File: config.mk
export PLATFORM = sky130hd
export DESIGN_NAME = sma_regbank
export DESIGN_NICKNAME = d
export VERILOG_FILES = /design/src/core/sma_pkg.sv /design/src/core/sma_regbank.sv
export SDC_FILE = /design/constraint.sdc
export NUM_CORES = 1
export LEC_CHECK = 0
export ABC_AREA = 1
export BUFFER_PORTS_ARGS = -buffer_cell sky130_fd_sc_hd__buf_4
export CORE_MARGIN = 5
export CORE_UTILIZATION = 50
export CTS_CLUSTER_SIZE = 40
export DETAILED_ROUTE_END_ITERATION = 8
export GPL_TIMING_DRIVEN = 0
export MAX_ROUTING_LAYER = met4
export PLACE_DENSITY = 0.73
export SYNTH_ARGS = -nofsm -noshare
export SYNTH_HDL_FRONTEND = slang
export SYNTH_SLANG_ARGS = --single-unit
File: constraint.sdc
create_clock -name pclk -period 3.15 [get_ports pclk]
set_input_delay 0.1575 -clock pclk [delete_from_list [all_inputs] [get_ports pclk]]
set_output_delay 0.1575 -clock pclk [all_outputs]
set_load 0.02 [all_outputs]
File: src/core/sma_pkg.sv
// Package: register map, reset values, field positions and carriers
package sma_pkg;
  // Register indices; byte address is four times the index
  localparam logic [5:0] IDX_GAIN   = 6'h15; // Monitor gain code
  localparam logic [5:0] IDX_RSV_A  = 6'h16; // reserved_cfg_a
  localparam logic [5:0] IDX_CTRL0  = 6'h17; // monitor_control_main
  localparam logic [5:0] IDX_CTRL1  = 6'h18; // monitor_control_gain
  localparam logic [5:0] IDX_V0LIM  = 6'h19; // pin0_voltage_limits
  localparam logic [5:0] IDX_V1LIM  = 6'h1a; // pin1_voltage_limits
  localparam logic [5:0] IDX_TLIM   = 6'h1b; // temperature_limits
  localparam logic [5:0] IDX_CSIEN  = 6'h1c; // camera_link_alarm_enables
  localparam logic [5:0] IDX_MONEN  = 6'h1d; // monitor_alarm_enables
  localparam logic [5:0] IDX_BCEN   = 6'h1e; // return_path_alarm_enables
  localparam logic [5:0] IDX_RSV_B  = 6'h1f; // reserved_cfg_b
  localparam logic [5:0] IDX_POL    = 6'h20; // Lane polarity select
  localparam logic [5:0] IDX_STAT   = 6'h3f; // Monitor status flags
  // Reset values
  localparam logic [7:0] RST_GAIN   = 8'h20;
  localparam logic [7:0] RST_RSV_A  = 8'h18;
  localparam logic [7:0] RST_CTRL0  = 8'h0c;
  localparam logic [7:0] RST_CTRL1  = 8'h80;
  localparam logic [7:0] RST_LIM    = 8'h62;
  localparam logic [7:0] RST_CSIEN  = 8'h3f;
  localparam logic [7:0] RST_MONEN  = 8'h00;
  localparam logic [7:0] RST_BCEN   = 8'h00;
  localparam logic [7:0] RST_RSV_B  = 8'h00;
  localparam logic [7:0] RST_POL    = 8'h00;
  // Field positions and masks
  localparam int         PWR_LSB    = 2;     // Monitor power field 3:2
  localparam logic [1:0] PWR_ON     = 2'h3;  // Monitors enabled
  localparam int         GAIN_BIT   = 7;     // Gain apply bit
  localparam int         HI_LSB     = 4;     // Upper limit 6:4
  localparam int         LO_LSB     = 0;     // Lower limit 2:0
  localparam logic [7:0] POL_MASK   = 8'h1f; // Writable polarity bits
  localparam logic [7:0] GAIN_MASK  = 8'h7f; // Gain code bits
  // Status bit positions (same layout as the monitor enables)
  localparam int         ST_T_HI    = 5;
  localparam int         ST_T_LO    = 4;
  localparam int         ST_V1_HI   = 3;
  localparam int         ST_V1_LO   = 2;
  localparam int         ST_V0_HI   = 1;
  localparam int         ST_V0_LO   = 0;

  // One monitor sample, quantised like the limits
  typedef struct packed {
    logic       valid;
    logic [2:0] v0;
    logic [2:0] v1;
    logic [2:0] t;
  } sma_sample_t;

  // Raw link events: camera input and return path
  typedef struct packed {
    logic [5:0] csi;
    logic [1:0] bc;
  } sma_events_t;

  // Gated alarm outputs
  typedef struct packed {
    logic [5:0] mon;
    logic [5:0] csi;
    logic [1:0] bc;
  } sma_alarms_t;

  // Whole state of the register bank
  typedef struct packed {
    logic [7:0]  gain;
    logic [7:0]  rsv_a;
    logic [7:0]  ctrl0;
    logic [7:0]  ctrl1;
    logic [7:0]  v0lim;
    logic [7:0]  v1lim;
    logic [7:0]  tlim;
    logic [7:0]  csien;
    logic [7:0]  monen;
    logic [7:0]  bcen;
    logic [7:0]  rsv_b;
    logic [7:0]  pol;
    logic [5:0]  status;
    logic [31:0] prdata;
    logic        err;
    sma_alarms_t alarms;
  } sma_state_t;
endpackage : sma_pkg

File: src/core/sma_regbank.sv
// Monitor limit and alarm enable register bank with APB slave
`timescale 1ns/1ns
module sma_regbank
  import sma_pkg::*;
(
  // Clock and reset
  input  wire logic        pclk,
  input  wire logic        presetn,
  // APB slave
  input  wire logic        psel,
  input  wire logic        penable,
  input  wire logic        pwrite,
  input  wire logic [7:0]  paddr,
  input  wire logic [31:0] pwdata,
  output logic             pready,
  output logic [31:0]      prdata,
  output logic             pslverr,
  // Monitor samples and link events
  input  sma_sample_t      sample,
  input  sma_events_t      events,
  // Monitor configuration
  output logic [1:0]       mon_power,
  output logic [1:0]       pin_select,
  output logic             gain_apply,
  output logic [6:0]       monitor_gain_code,
  output logic [4:0]       lane_polarity,
  // Gated alarms
  output sma_alarms_t      alarms
);

  sma_state_t s_r;      // Registered state
  sma_state_t s_nxt;    // Next state
  logic       setup;    // APB setup cycle
  logic       wr_acc;   // APB write access phase
  logic       hit;      // Address maps to a register
  logic [5:0] idx;      // Register index
  logic [5:0] set_v;    // Limit crossings this cycle
  logic [5:0] clr_v;    // Software clears this cycle

  // Mapped index check, aligned words only
  // Only word-aligned accesses to a known index are accepted; anything else
  // answers with an error, so a stray pointer cannot alter the bank.
  // The status word sits apart from the configuration block at the top index.
  function automatic logic is_mapped(input logic [7:0] a);
    logic [5:0] i;
    i = a[7:2];
    is_mapped = (a[1:0] == 2'h0) &&
                (((i >= IDX_GAIN) && (i <= IDX_POL)) || (i == IDX_STAT));
  endfunction : is_mapped

  // Read multiplexer, narrow registers in the low byte
  // Registers are eight bits wide; the upper bytes of the bus read as zero.
  // The value is taken from the registered state, never from bus inputs,
  // so read data cannot ripple while the access phase is open.
  function automatic logic [7:0] rd_val(input sma_state_t s, input logic [5:0] i);
    rd_val = 8'h00;
    case (i)
      IDX_GAIN:  rd_val = s.gain;
      IDX_RSV_A: rd_val = s.rsv_a;
      IDX_CTRL0: rd_val = s.ctrl0;
      IDX_CTRL1: rd_val = s.ctrl1;
      IDX_V0LIM: rd_val = s.v0lim;
      IDX_V1LIM: rd_val = s.v1lim;
      IDX_TLIM:  rd_val = s.tlim;
      IDX_CSIEN: rd_val = s.csien;
      IDX_MONEN: rd_val = s.monen;
      IDX_BCEN:  rd_val = s.bcen;
      IDX_RSV_B: rd_val = s.rsv_b;
      IDX_POL:   rd_val = s.pol;
      IDX_STAT:  rd_val = {2'h0, s.status};
      default:   rd_val = 8'h00;
    endcase
  endfunction : rd_val

  // Bus decode
  // Address and direction are held by the master from setup to access,
  // so the same decode serves both phases of a transfer.
  assign setup  = psel & ~penable;
  assign wr_acc = psel & penable & pwrite;
  assign idx    = paddr[7:2];
  assign hit    = is_mapped(paddr);

  // Zero wait states; error flag was caught in the setup cycle
  // Every transfer therefore takes exactly two cycles; a master that
  // waits for ready still works, it simply never sees a wait state.
  assign pready  = psel & penable;
  assign pslverr = psel & penable & s_r.err;
  assign prdata  = s_r.prdata;

  // Limit comparisons on each new sample
  // Compares are strict and unsigned: a reading equal to a limit is in range.
  // Nothing is compared between samples, so stale sensor fields between
  // pulses can never raise a flag.
  // Voltage channels follow only the pin select; temperature needs the
  // power field fully on, the two mixed codes count as off.
  always_comb
  begin
    set_v = 6'h00;
    if (sample.valid)
    begin
      // Voltage checks follow the pin select bits
      if (s_r.ctrl0[0])
      begin
        set_v[ST_V0_HI] = sample.v0 > s_r.v0lim[HI_LSB +: 3];
        set_v[ST_V0_LO] = sample.v0 < s_r.v0lim[LO_LSB +: 3];
      end
      if (s_r.ctrl0[1])
      begin
        set_v[ST_V1_HI] = sample.v1 > s_r.v1lim[HI_LSB +: 3];
        set_v[ST_V1_LO] = sample.v1 < s_r.v1lim[LO_LSB +: 3];
      end
      // Temperature checks only while the monitors are on
      if (s_r.ctrl0[PWR_LSB +: 2] == PWR_ON)
      begin
        set_v[ST_T_HI] = sample.t > s_r.tlim[HI_LSB +: 3];
        set_v[ST_T_LO] = sample.t < s_r.tlim[LO_LSB +: 3];
      end
    end
  end

  // Write-one-to-clear strobe for the status flags
  // A zero bit in the written word leaves its flag alone, so software can
  // acknowledge one condition without losing another.
  assign clr_v = (wr_acc && hit && (idx == IDX_STAT)) ? pwdata[5:0] : 6'h00;

  // Next state: bus writes, read capture, flags and alarms
  // Read data is latched in the setup cycle and then stands for the whole
  // access phase; a write lands only at the access edge.
  // Alarms are registered so their outputs are glitch free.
  always_comb
  begin
    s_nxt = s_r;
    // Capture read data and error in the setup cycle
    if (setup)
    begin
      s_nxt.prdata = (hit && !pwrite) ? {24'h0, rd_val(s_r, idx)} : 32'h0;
      s_nxt.err    = ~hit;
    end
    // Writes take effect at the access edge
    if (wr_acc && hit)
    begin
      case (idx)
        IDX_GAIN:  s_nxt.gain  = pwdata[7:0];
        IDX_RSV_A: s_nxt.rsv_a = pwdata[7:0];
        IDX_CTRL0: s_nxt.ctrl0 = pwdata[7:0];
        IDX_CTRL1: s_nxt.ctrl1 = pwdata[7:0];
        IDX_V0LIM: s_nxt.v0lim = pwdata[7:0];
        IDX_V1LIM: s_nxt.v1lim = pwdata[7:0];
        IDX_TLIM:  s_nxt.tlim  = pwdata[7:0];
        IDX_CSIEN: s_nxt.csien = pwdata[7:0];
        IDX_MONEN: s_nxt.monen = pwdata[7:0];
        IDX_BCEN:  s_nxt.bcen  = pwdata[7:0];
        IDX_RSV_B: s_nxt.rsv_b = pwdata[7:0];
        IDX_POL:   s_nxt.pol   = pwdata[7:0] & POL_MASK;
        default:   s_nxt.gain  = s_r.gain;
      endcase
    end
    // Flags record regardless of enables; set beats clear
    s_nxt.status = (s_r.status & ~clr_v) | set_v;
    // Monitor alarms gated by their enables
    s_nxt.alarms.mon = s_r.status & s_r.monen[5:0];
    // Camera link alarms gated bit by bit
    s_nxt.alarms.csi = events.csi & s_r.csien[5:0];
    // Return path alarms
    s_nxt.alarms.bc  = events.bc & s_r.bcen[1:0];
  end

  // State register
  // Reset loads constants only; the whole bank comes back to its defaults
  // with the monitors powered and every monitor alarm masked.
  always_ff @(posedge pclk or negedge presetn)
  begin
    if (!presetn)
    begin
      s_r        <= '0;
      s_r.gain   <= RST_GAIN;
      s_r.rsv_a  <= RST_RSV_A;
      s_r.ctrl0  <= RST_CTRL0;
      s_r.ctrl1  <= RST_CTRL1;
      s_r.v0lim  <= RST_LIM;
      s_r.v1lim  <= RST_LIM;
      s_r.tlim   <= RST_LIM;
      s_r.csien  <= RST_CSIEN;
      s_r.monen  <= RST_MONEN;
      s_r.bcen   <= RST_BCEN;
      s_r.rsv_b  <= RST_RSV_B;
      s_r.pol    <= RST_POL;
    end
    else
    begin
      s_r <= s_nxt;
    end
  end

  // Configuration outputs straight from flops
  // The analog side sees a new setting straight after the write edge, with no extra cycle.
  assign mon_power         = s_r.ctrl0[PWR_LSB +: 2];
  assign pin_select        = s_r.ctrl0[1:0];
  assign gain_apply        = s_r.ctrl1[GAIN_BIT];
  assign monitor_gain_code = s_r.gain[6:0];
  assign lane_polarity     = s_r.pol[4:0];
  assign alarms            = s_r.alarms;
endmodule : sma_regbank

### After elaboration in Yosys (flattened, before gate mapping)

Cells that the tools add are included.

| word-level totals | value |
|---|---|
| register bits | 146 |
| bits of input ports | 63 |
| output and inout port bits | 65 |
| word-level logic and storage cells | 79 |

| cells by class | value |
|---|---|
| magnitude comparators | 8 |
| equal/unequal tests | 14 |
| mux-type cells | 7 |
| bitwise gates (word level) | 12 |
| reduce and logical (&&, ||, !) cells | 20 |

Operators by type and width:

| kind | number |
|---|---|
| case mux 8 bit (13 select lines) | 1 |
| equality test 6 x 5 -> 1 bit, second input constant | 11 |
| AND reduction 2 bit | 12 |
| bitwise AND 6 bit | 3 |
| equality test 6 bit, second input constant | 2 |
| 2-to-1 mux 6 bit | 2 |
| greater-than comparator 3 bit | 3 |
| less-than comparator 3 bit | 3 |
| 2-to-1 mux 8 bit | 1 |
| >= comparator 6 x 5 -> 1 bit, second input constant | 1 |
| less-or-equal comparator 6 bit, second input constant | 1 |
| 2-to-1 mux 2 bit | 3 |
| NOT 6 bit | 1 |
| OR 6 bit | 1 |
| logical AND 1 bit | 5 |
| bitwise AND 1 bit | 4 |
| bitwise AND 2 bit | 1 |
| equality test 2 bit, second input constant | 1 |
| logical NOT 2 bit | 1 |
| NOT 1 bit | 2 |
| logical NOT 1 bit | 1 |
| logical OR 1 bit | 1 |

### Depth between registers and ports, before layout

Gate-level depths: netlist of the first run.

| depth | value |
|---|---|
| depth after elaboration | 10 |
| gate-level depth with buffers | 12 |

### Worst setup path before layout of the first run

No wires, ideal clock.

| timing path | value |
|---|---|
| path type | input port to flip-flop |
| start point | input penable |
| end point | register s_r[91] in the netlist's numbering |
| setup time | 0.134 ns |
| arrival time | 1.283 ns |
| setup slack | 1.733 ns |
| cell stages on the path | 7 |
| path buffers | 2 |
| cells stage by stage | nand2_1 > nor2_4 > buf_4 > nand3_4 > buf_6 > nand2_1 > o21ai_1 |

| on the way | value |
|---|---|
| word-level cells in the longest chain between the ends | 4 |

Ends and longest elaborated chain:

| what | line | source |
|---|---|---|
| start, declared | sma_regbank.sv:11 | `input wire logic penable,` |
| bitwise AND 1 bit (2 in series) | sma_regbank.sv:79 | `assign wr_acc = psel & penable & pwrite;` |
| logical AND 1 bit | sma_regbank.sv:140 | `if (wr_acc && hit)` |
| AND reduction 2 bit (no source line) | -- |  |
| end signal, assigned | sma_regbank.sv:191 | `s_r <= s_nxt;` |
| end, declared | sma_regbank.sv:31 | `sma_state_t s_r;` |

No other way between the ends.
A chain may end at the register's enable or synchronous reset.

### Worst setup path in the final report of the first run

| timing path | value |
|---|---|
| start point | input paddr[7] |
| end point | register s_r, in the netlist prdata[4] |

| on the way | value |
|---|---|
| word-level cells in the longest chain between the ends | 6 |
| elaborated cells on any way between the ends | 21 |

Ends and longest elaborated chain:

| what | line | source |
|---|---|---|
| start, declared | sma_regbank.sv:13 | `input wire logic [7:0] paddr,` |
| >= comparator 6 x 5 -> 1 bit or less-or-equal comparator 6 bit (tied branches) | sma_regbank.sv:48 | `(((i >= IDX_GAIN) && (i <= IDX_POL)) \|\| (i == IDX_STAT));` |
| logical AND 1 bit | sma_regbank.sv:48 |  |
| logical OR 1 bit | sma_regbank.sv:48 |  |
| logical AND 1 bit | sma_regbank.sv:47 | `is_mapped = (a[1:0] == 2'h0) &&` |
| logical AND 1 bit | sma_regbank.sv:136 | `s_nxt.prdata = (hit && !pwrite) ? {24'h0, rd_val(s_r, idx)} : 32'h0;` |
| 2-to-1 mux 8 bit (*) | sma_regbank.sv:136 |  |

Every way passes the cells marked *; elsewhere a longest branch is shown, timed or not.

==> impl.org, run 1 <==
** Hold path
- Path category of the worst min-delay check :: primary input to flip-flop

** Power and ir drop
- For this design the ratio of total power to cell area is 479.6 nW/um^2.
- Highest ir drop seen on vdd :: 0.2982 mV
- For this design the static power due to leakage is 4.152 nW.

** Route
- For this run, the detailed router's first-pass iteration total came to 5.
- Post-detailed-route DRC marker count :: 0
- Post-DR wirelength/cell :: approximately 16 um
- Total via count in the routed design :: ~5500
- Overall routed net length :: 17630 um
- Using the TritonRoute via totals, the vias-per-cell ratio works out to 4.988.
- Residual antenna-violating net count after detailed routing :: 0
- Drt first-iter violations :: 455

** Synth
- Library cells used by synthesis :: 26
- After synthesis the netlist holds a flip-flop and latch count of 122.
- The Yosys step of the flow raised 0 warnings.
- Instance count of the mapped netlist :: 781
- Mean instance size in the synthesized netlist :: 8.351 um^2
- In this run the cell area of the synthesized design comes to 6523 um^2.
- Register area share after synthesis :: 47.21%

** Final layout
- Fraction of the core area covered by cells at the end of the flow :: approximately 64%
- The finished cells cover roughly 8200 um^2.
- Cells with a size suffix above 1 make up ~28% of the layout.
- Antenna cell count :: 0
- Layout net count :: 990
- Most common library cell in the layout ignoring fill and taps :: nand2_1
- Leaving out fill and tap cells, the most frequent cells in the layout are nand2_1, buf_4, dfrtp_1, o21ai_1, inv_1.
- The area growth from synthesis to layout is 25.19%.

** Setup path
- Worst Path Max Fanout :: 6
- Stage delay of the slowest cell on the critical path :: 0.54 ns
- Critical Path Slowest Stage Cell :: nor2_1
- The worst setup path is captured at a flip-flop.
- The setup path with the least slack is of type primary input to flip-flop.
- For the worst setup path, the data required time is 3.50 ns.
- The critical path goes through buf_4 > nor2_2 > nand2_1 > nor2_1 > inv_1 > nor2_1 > nor2_1 > nand3_1 > nand2_1 > nand2_1.
- For the worst setup path, the data arrival time is 1.82 ns.
- Launching element type of the critical path :: primary input

** Clocking
- Clock transition at the registers of the reported paths :: 0.05 ns
- TritonCTS sink count :: 122
- Quantity of gates resized following cts :: 0
- The longest clock path from root to sink contains 2 buffers.
- TritonCTS built the clock tree.
- Clock root buffer :: clkbuf_16
- Number of post-CTS setup repair buffers :: 0
- Deepest level of the CTS H-tree :: 4
- TritonCTS created 17 clock buffers.
- For the worst-skew pair, the clock arrives at the later sink with an insertion delay of 0.42 ns.

** Timing
- Count of final max-slew check failures :: 0
- Setup violations remaining at the end of the flow were counted as 0.
- Tightest Pin Transition :: slightly below 1 ns
- RSZ-0062 raised after global routing :: no
- Worst setup skew after layout :: 0.008762 ns
- The worst pin sits at a relative slew slack of 35.88%.
- Post-layout minimum cycle time :: 1.474 ns
- For the final routed database, the setup TNS stands at 0 ns.
- Dividing the final minimum period by the clock period gives 46.80%.
- Peak Freq :: a little under 700 MHz
- Final hold violation count :: 0

** Placed design
- The congestion estimate from routability-driven global placement came to 0.9477.
- Input and output buffers added on the ports amount to 79.
- Summed over all nets, the half-perimeter wirelength after detailed placement is 12450 um.
- The placed instances occupy a cell area of between 7000 and 8000 um^2.

** Die
- Core Region :: 12720 um^2
- For this configuration, the core starts out at a cell density of 51.27%.
- I/O Pins :: 128
- The floorplan step defined a die boundary enclosing about 15000 um^2.
- Vertical die dimension :: between 100 and 150 um
- The die is 124.2 um wide.
- After floorplanning, the core was divided into 41 placement rows.

** Global route
- Global-route wire length before repair :: 28550 um
- Global-route usage over all layers :: 24.16%
- The via count of the first global-routing pass came to about 5200.
- Largest net degree at the start of global routing :: roughly 90
- Summed over all layers, the global routing overflow is 0.
- Antenna violations before repair :: 0

** Run status
- Run status :: completed

** Run
- Reported max-cap violation count :: 0
## layer usage
layer | vias to the layer above | global-route usage, % | part of all wire (%)
li1 | 2681 | - | -
met1 | 2546 | 32.93 | 44
met2 | 216 | 35.37 | 47
met3 | 29 | 6.218 | 7.4
met4 | 0 | 7.930 | 2.2
met5 | - | - | 0
## cell usage after synthesis, drive strengths merged
cell,n,area share (%)
nand4,14,1.3
ha,15,2.9
clkbuf,8,0.46
dfstp,21,8.5
buf,77,9.6
clkinv,1,0.057
nand3,42,5.5
nor2,50,3.6
nand2,275,16
inv,62,3.6
o21ai,101,8.8
dfrtp,101,39
a21oi,11,0.84
nor3,2,0.15
conb,1,0.057
## worst max-delay path: cells and delay by family
| family | cells | cell delay (ns) |
|---|---|---|
| buffers and inverters | 2 | 0.31 |
| AND/OR/NAND/NOR | 8 | 1.34 |
## layout make-up
class                   count  area (um^2)
multi-input cells         534         2634
fillers                  1103         4557
repair buffers             89        714.4
inverters                  63        236.5
clock inverters            13        173.9
flip-flops and latches    122         3079
plain buffers              85        659.4
clock buffers              19        452.9
well taps                 172        215.2
## repair_timing
| item | CTS | global route |
|---|---|---|
| hold buffers | 9 | 0 |
| setup endpoints to repair | 0 | 0 |
| endpoints found under the hold margin | 39 | 0 |
## stage by stage
stage | std cells | total power [mW] | setup slack (ns) | hold WS [ns]
6_report | 1097 | 3.916 | 1.676 | 0.01335
5_1_grt | 1097 | 4.041 | 1.491 | 0.01725
4_1_cts | 1097 | 3.926 | 1.751 | 0.0002258
3_5_place_dp | 1056 | 1.865 | 1.328 | 0.05824
3_3_place_gp | 1055 | 1.857 | 1.349 | 0.3423
2_1_floorplan | 804 | 1.743 | 1.733 | -0.1381
## power breakdown
| part | internal (mW) | switching, mW |
|---|---|---|
| clock network | 1.36 | 0.710 |
| registers | 1.58 | 0.00597 |
| logic | 0.0934 | 0.172 |
| total | 3.03 | 0.888 |
## path summary, 6_finish.rpt
path	slack, ns	endpoint	from	cells after the start
worst max-delay path	1.68	prdata[4]	paddr[7]	10
worst min-delay path	0.01	s_r[68]	pwdata[7]	3
worst max register to register	1.77	s_r[52]	s_r[99]	6
worst min register to register	0.47	s_r[98]	s_r[98]	2
max in group asynchronous	2.19	s_r[114]	presetn	3
min in group asynchronous	0.19	s_r[78]	presetn	2
## kinds of logic after synthesis
kind of cell,Yosys count,synth area share [%]
flops,122,47.21
simple gates,383,26.49
buf+inv,148,13.73
compound gates,112,9.630
other cells,1,0.05749
fa+ha+maj,15,2.877
## registers in the layout (all words and copies together) (netlist names)
register / cells
pin_select: 2
mon_power: 2
s_r: 83
lane_polarity: 5
alarms: 14
monitor_gain_code: 7
prdata: 8
gain_apply: 1
Note: power is estimated with default switching activity, not from simulation.
==> inputs of run 2 (changes only) <==
clock period = 1.5 ns   (was 3.15 ns; I/O delays follow)
==> run 2 against run 1 <==
  * Clock power grew 110%
  * Sequential cell count is the same
  * Cell area grew 1.3%
  * Non-clock buffer count grew 10
  * Clock skew grew 0.00070 ns
  * Routed wire length grew 0.85%
  * Worst hold slack gained 0.040 ns
  * First-iteration DRC count grew 11%
  * Critical path depth shrank 5
  * Die area is the same
  * Clock-buffer cell count is the same
  * Power grew 110%
  * Critical path type unchanged
  * Critical endpoint is now lane_polarity[0]
  * Largest cell class unchanged
  * Largest power group unchanged
==> impl.org, run 2 (same netlist as run 1, synthesis figures left out) <==
** Final layout
- Final instance area :: 8274 um^2 (was 8165 um^2)
- The layout overhead on the synthesized area was 26.86% (was 25.19%).
- Layout cell share with drive strength beyond 1 :: 28.13% (was 27.89%)
- The most common cell after layout, fill and taps aside was nand2_1 (unchanged).
- The register with the most flip-flops was s_r (unchanged).
- Filler-free cell count of the finished design :: 1107 (was 1097)
- Commonest non-fill, non-tap cells in the layout: nand2_1, buf_4, dfrtp_1, o21ai_1, inv_1 (unchanged).
- Flip-flop count of the largest register, all copies and words added :: 83 (unchanged)
- The diode insertion count for antenna repair came to 0 (unchanged).
- The end-of-flow core utilization is 65.04% (was 64.18%).
- Layout net count :: 1000 (was 990)

** Die
- The number of cell rows was 41 (unchanged).
- I/O Pins :: 128 (unchanged)
- The area enclosed by the die boundary is 15430 um^2 (unchanged).
- The vertical die dimension was 124.2 um (unchanged).
- DIE WIDTH :: 124.2 um (unchanged)
- The effective utilization at floorplan was 51.27% (unchanged).
- Core Region :: 12720 um^2 (unchanged)

** Global route
- The largest net degree at the start of global routing came to 92 (unchanged).
- Global-route wire length before repair :: 28790 um (was 28550 um)
- The total global routing overflow was 0 (unchanged).
- The total track usage was 24.34% (was 24.16%).
- Number of global-route vias before repair :: 5310 (was 5240)
- The initial antenna violation count is 0 (unchanged).

** Run status
- Run status: completed (unchanged).

** Hold path
- Min-Delay Path Depth :: 6 (was 3)
- The worst min-delay path class is primary input to flip-flop (unchanged).
- The startpoint of the most critical hold path was sample[6] (was pwdata[7]).
- Worst Hold End :: s_r[47] (was s_r[68])

** Power and ir drop
- Pwr Density :: 996.7 nW/um^2 (was 479.6 nW/um^2)
- Relative contribution of the clock network to total power :: 52.6% (was 52.8%)
- Leakage power figure :: 4.202 nW (was 4.152 nW)
- The combinational share of power came to 7.0% (was 6.8%).
- The proportion of total power due to net switching is 22.68% (about the same).
- Net switching component of the power :: 1.870 mW (was 888.0 uW)
- The internal power came to 6.377 mW (was 3.028 mW).
- Sequential share of power :: 40.3% (was 40.5%)
- The maximum vdd ir drop was 0.6331 mV (was 0.2982 mV).

** Route
- The post-detailed-route count of antenna-violating nets came to 0 (unchanged).
- The count of routing violations after the opening detailed-route iteration is 504 (was 455).
- The count of unresolved DRC violations after routing came to 0 (unchanged).
- Number of optimization iterations in the first detailed-route pass :: 5 (unchanged)
- The wire length after detailed routing came to 17780 um (was 17630 um).
- The average via count per standard cell was 4.967 (was 4.988).
- Total via count in the routed design :: 5499 (was 5472)
- The average routed wire per standard cell was 16.06 um (was 16.07 um).

** Placed design
- Setup WS pre-CTS :: -0.2393 ns (was 1.328 ns)
- The post-place instance area is 7448 um^2 (unchanged).
- Buffers added on ports :: 79 (unchanged)
- Detail Placement HPWL :: 12450 um (unchanged)
- Cell count after placement :: 1056 (unchanged)
- Routability cong. :: 0.9477 (unchanged)

** Clocking
- Number of buffers inserted during clock tree synthesis :: 17 (unchanged)
- The number of setup buffers added after CTS is 0 (unchanged).
- The largest buffer count on any clock path is 2 (unchanged).
- Clock transition at the registers of the reported paths :: 0.06 ns (was 0.05 ns)
- TritonCTS clock tree :: done (unchanged)
- The number of levels in the clock H-tree is 4 (unchanged).
- TritonCTS sink count :: 122 (unchanged)
- The insertion delay to the later sink of the worst-skew pair was 0.42 ns (about the same).
- The cell at the root of the clock tree was clkbuf_16 (unchanged).

** Setup path
- Worst EP required :: 1.76 ns (was 3.50 ns)
- The kind of critical path was primary input to flip-flop (unchanged).
- Crit Reg-Reg Endpoint :: s_r[52] (unchanged)
- The maximum fanout along the worst path is 10 (was 6).
- Depth of the worst register-to-register path :: 6 (unchanged)
- CP Capture Type :: flip-flop (unchanged)
- Reg-to-reg startpoint :: s_r[99] (unchanged)
- The register-to-register setup slack is 0.10 ns (was 1.77 ns).
- Launching element type of the critical path :: primary input (unchanged)
- The endpoint arrival time on the critical path came to 1.70 ns (was 1.82 ns).

** Timing
- RSZ-0062 raised after global routing: no (unchanged).
- Ratio of final minimum period to clock period :: 96.13%
- The least setup slack across all paths after layout came to 0.05801 ns (was 1.676 ns).
- Worst setup skew after layout :: 0.009467 ns (was 0.008762 ns)
- The pin slew with the least headroom to its limit is 0.8542 ns (was 0.9619 ns).
- Remaining max-slew budget at the tightest pin :: 43.05% (was 35.88%)
- The number of setup violations in the final report is 0 (unchanged).
- Static timing analysis puts the maximum clock frequency at 693.5 MHz.
- The final-report hold violation count is 0 (unchanged).
- Subtracting the final worst setup slack from the clock period gives 1.442 ns.
- The final sum of negative setup slack was 0 ns (unchanged).
- The max-slew violation count was 0 (unchanged).

** Run
- The number of maximum-capacitance violations came to 0 (unchanged).
run 2: worst max path at each step:
| stage | startpoint | cells past startpoint | end |
|---|---|---|---|
| 6_report | pwdata[0] | 5 | lane_polarity[0] |
| 2_1_floorplan | penable | 7 | s_r[91] |
| 3_3_place_gp | paddr[7] | 10 | prdata[0] |
| 3_5_place_dp | penable | 8 | s_r[91] |
| 4_1_cts | pwdata[1] | 5 | lane_polarity[1] |
| 5_1_grt | pwdata[2] | 5 | lane_polarity[2] |
run 2: what timing repair did:
item	CTS	global route
resized for setup	0	10
endpoints found under the hold margin	127	0
setup endpoints to repair	0	21
hold buffers	19	0
run 2: power by group through the flow:
stage	clock network, mW	registers [mW]	logic [mW]
after floorplan	0	3.38	0.282
after global placement	0	3.38	0.519
after detailed placement	0	3.38	0.535
after CTS	4.36	3.33	0.577
after global routing	4.54	3.33	0.640
final	4.34	3.33	0.580
run 2: area by class of cell:
class	instances	area, um^2
clock inverter	13	173.9
fill	1091	4448
sequential	122	3079
clock buffer	19	452.9
multi-input combinational	534	2639
tap	172	215.2
buffer	85	663.1
timing repair buffer	99	814.5
inverter	63	236.5
run 2: metrics by stage:
stage          power (mW)  hold slack [ns]
2_1_floorplan       3.659          -0.2206
3_3_place_gp        3.900           0.2598
3_5_place_dp        3.917         -0.02426
4_1_cts             8.266          0.03943
5_1_grt             8.510          0.09900
6_report            8.247          0.05350
run 2: per-layer routing:
metal	up-vias	part of all wire (%)	track usage, %
met5	-	0	-
met2	219	46	35.78
met4	0	2.0	7.930
met1	2551	43	33.09
li1	2704	-	-
met3	25	8.3	6.218
run 2: critical path, stage by stage:
cell and delay, ns:
dlygate4sd3_1 0.53, buf_4 0.14, inv_1 0.10, clkbuf_1 0.65, o21ai_0 0.19
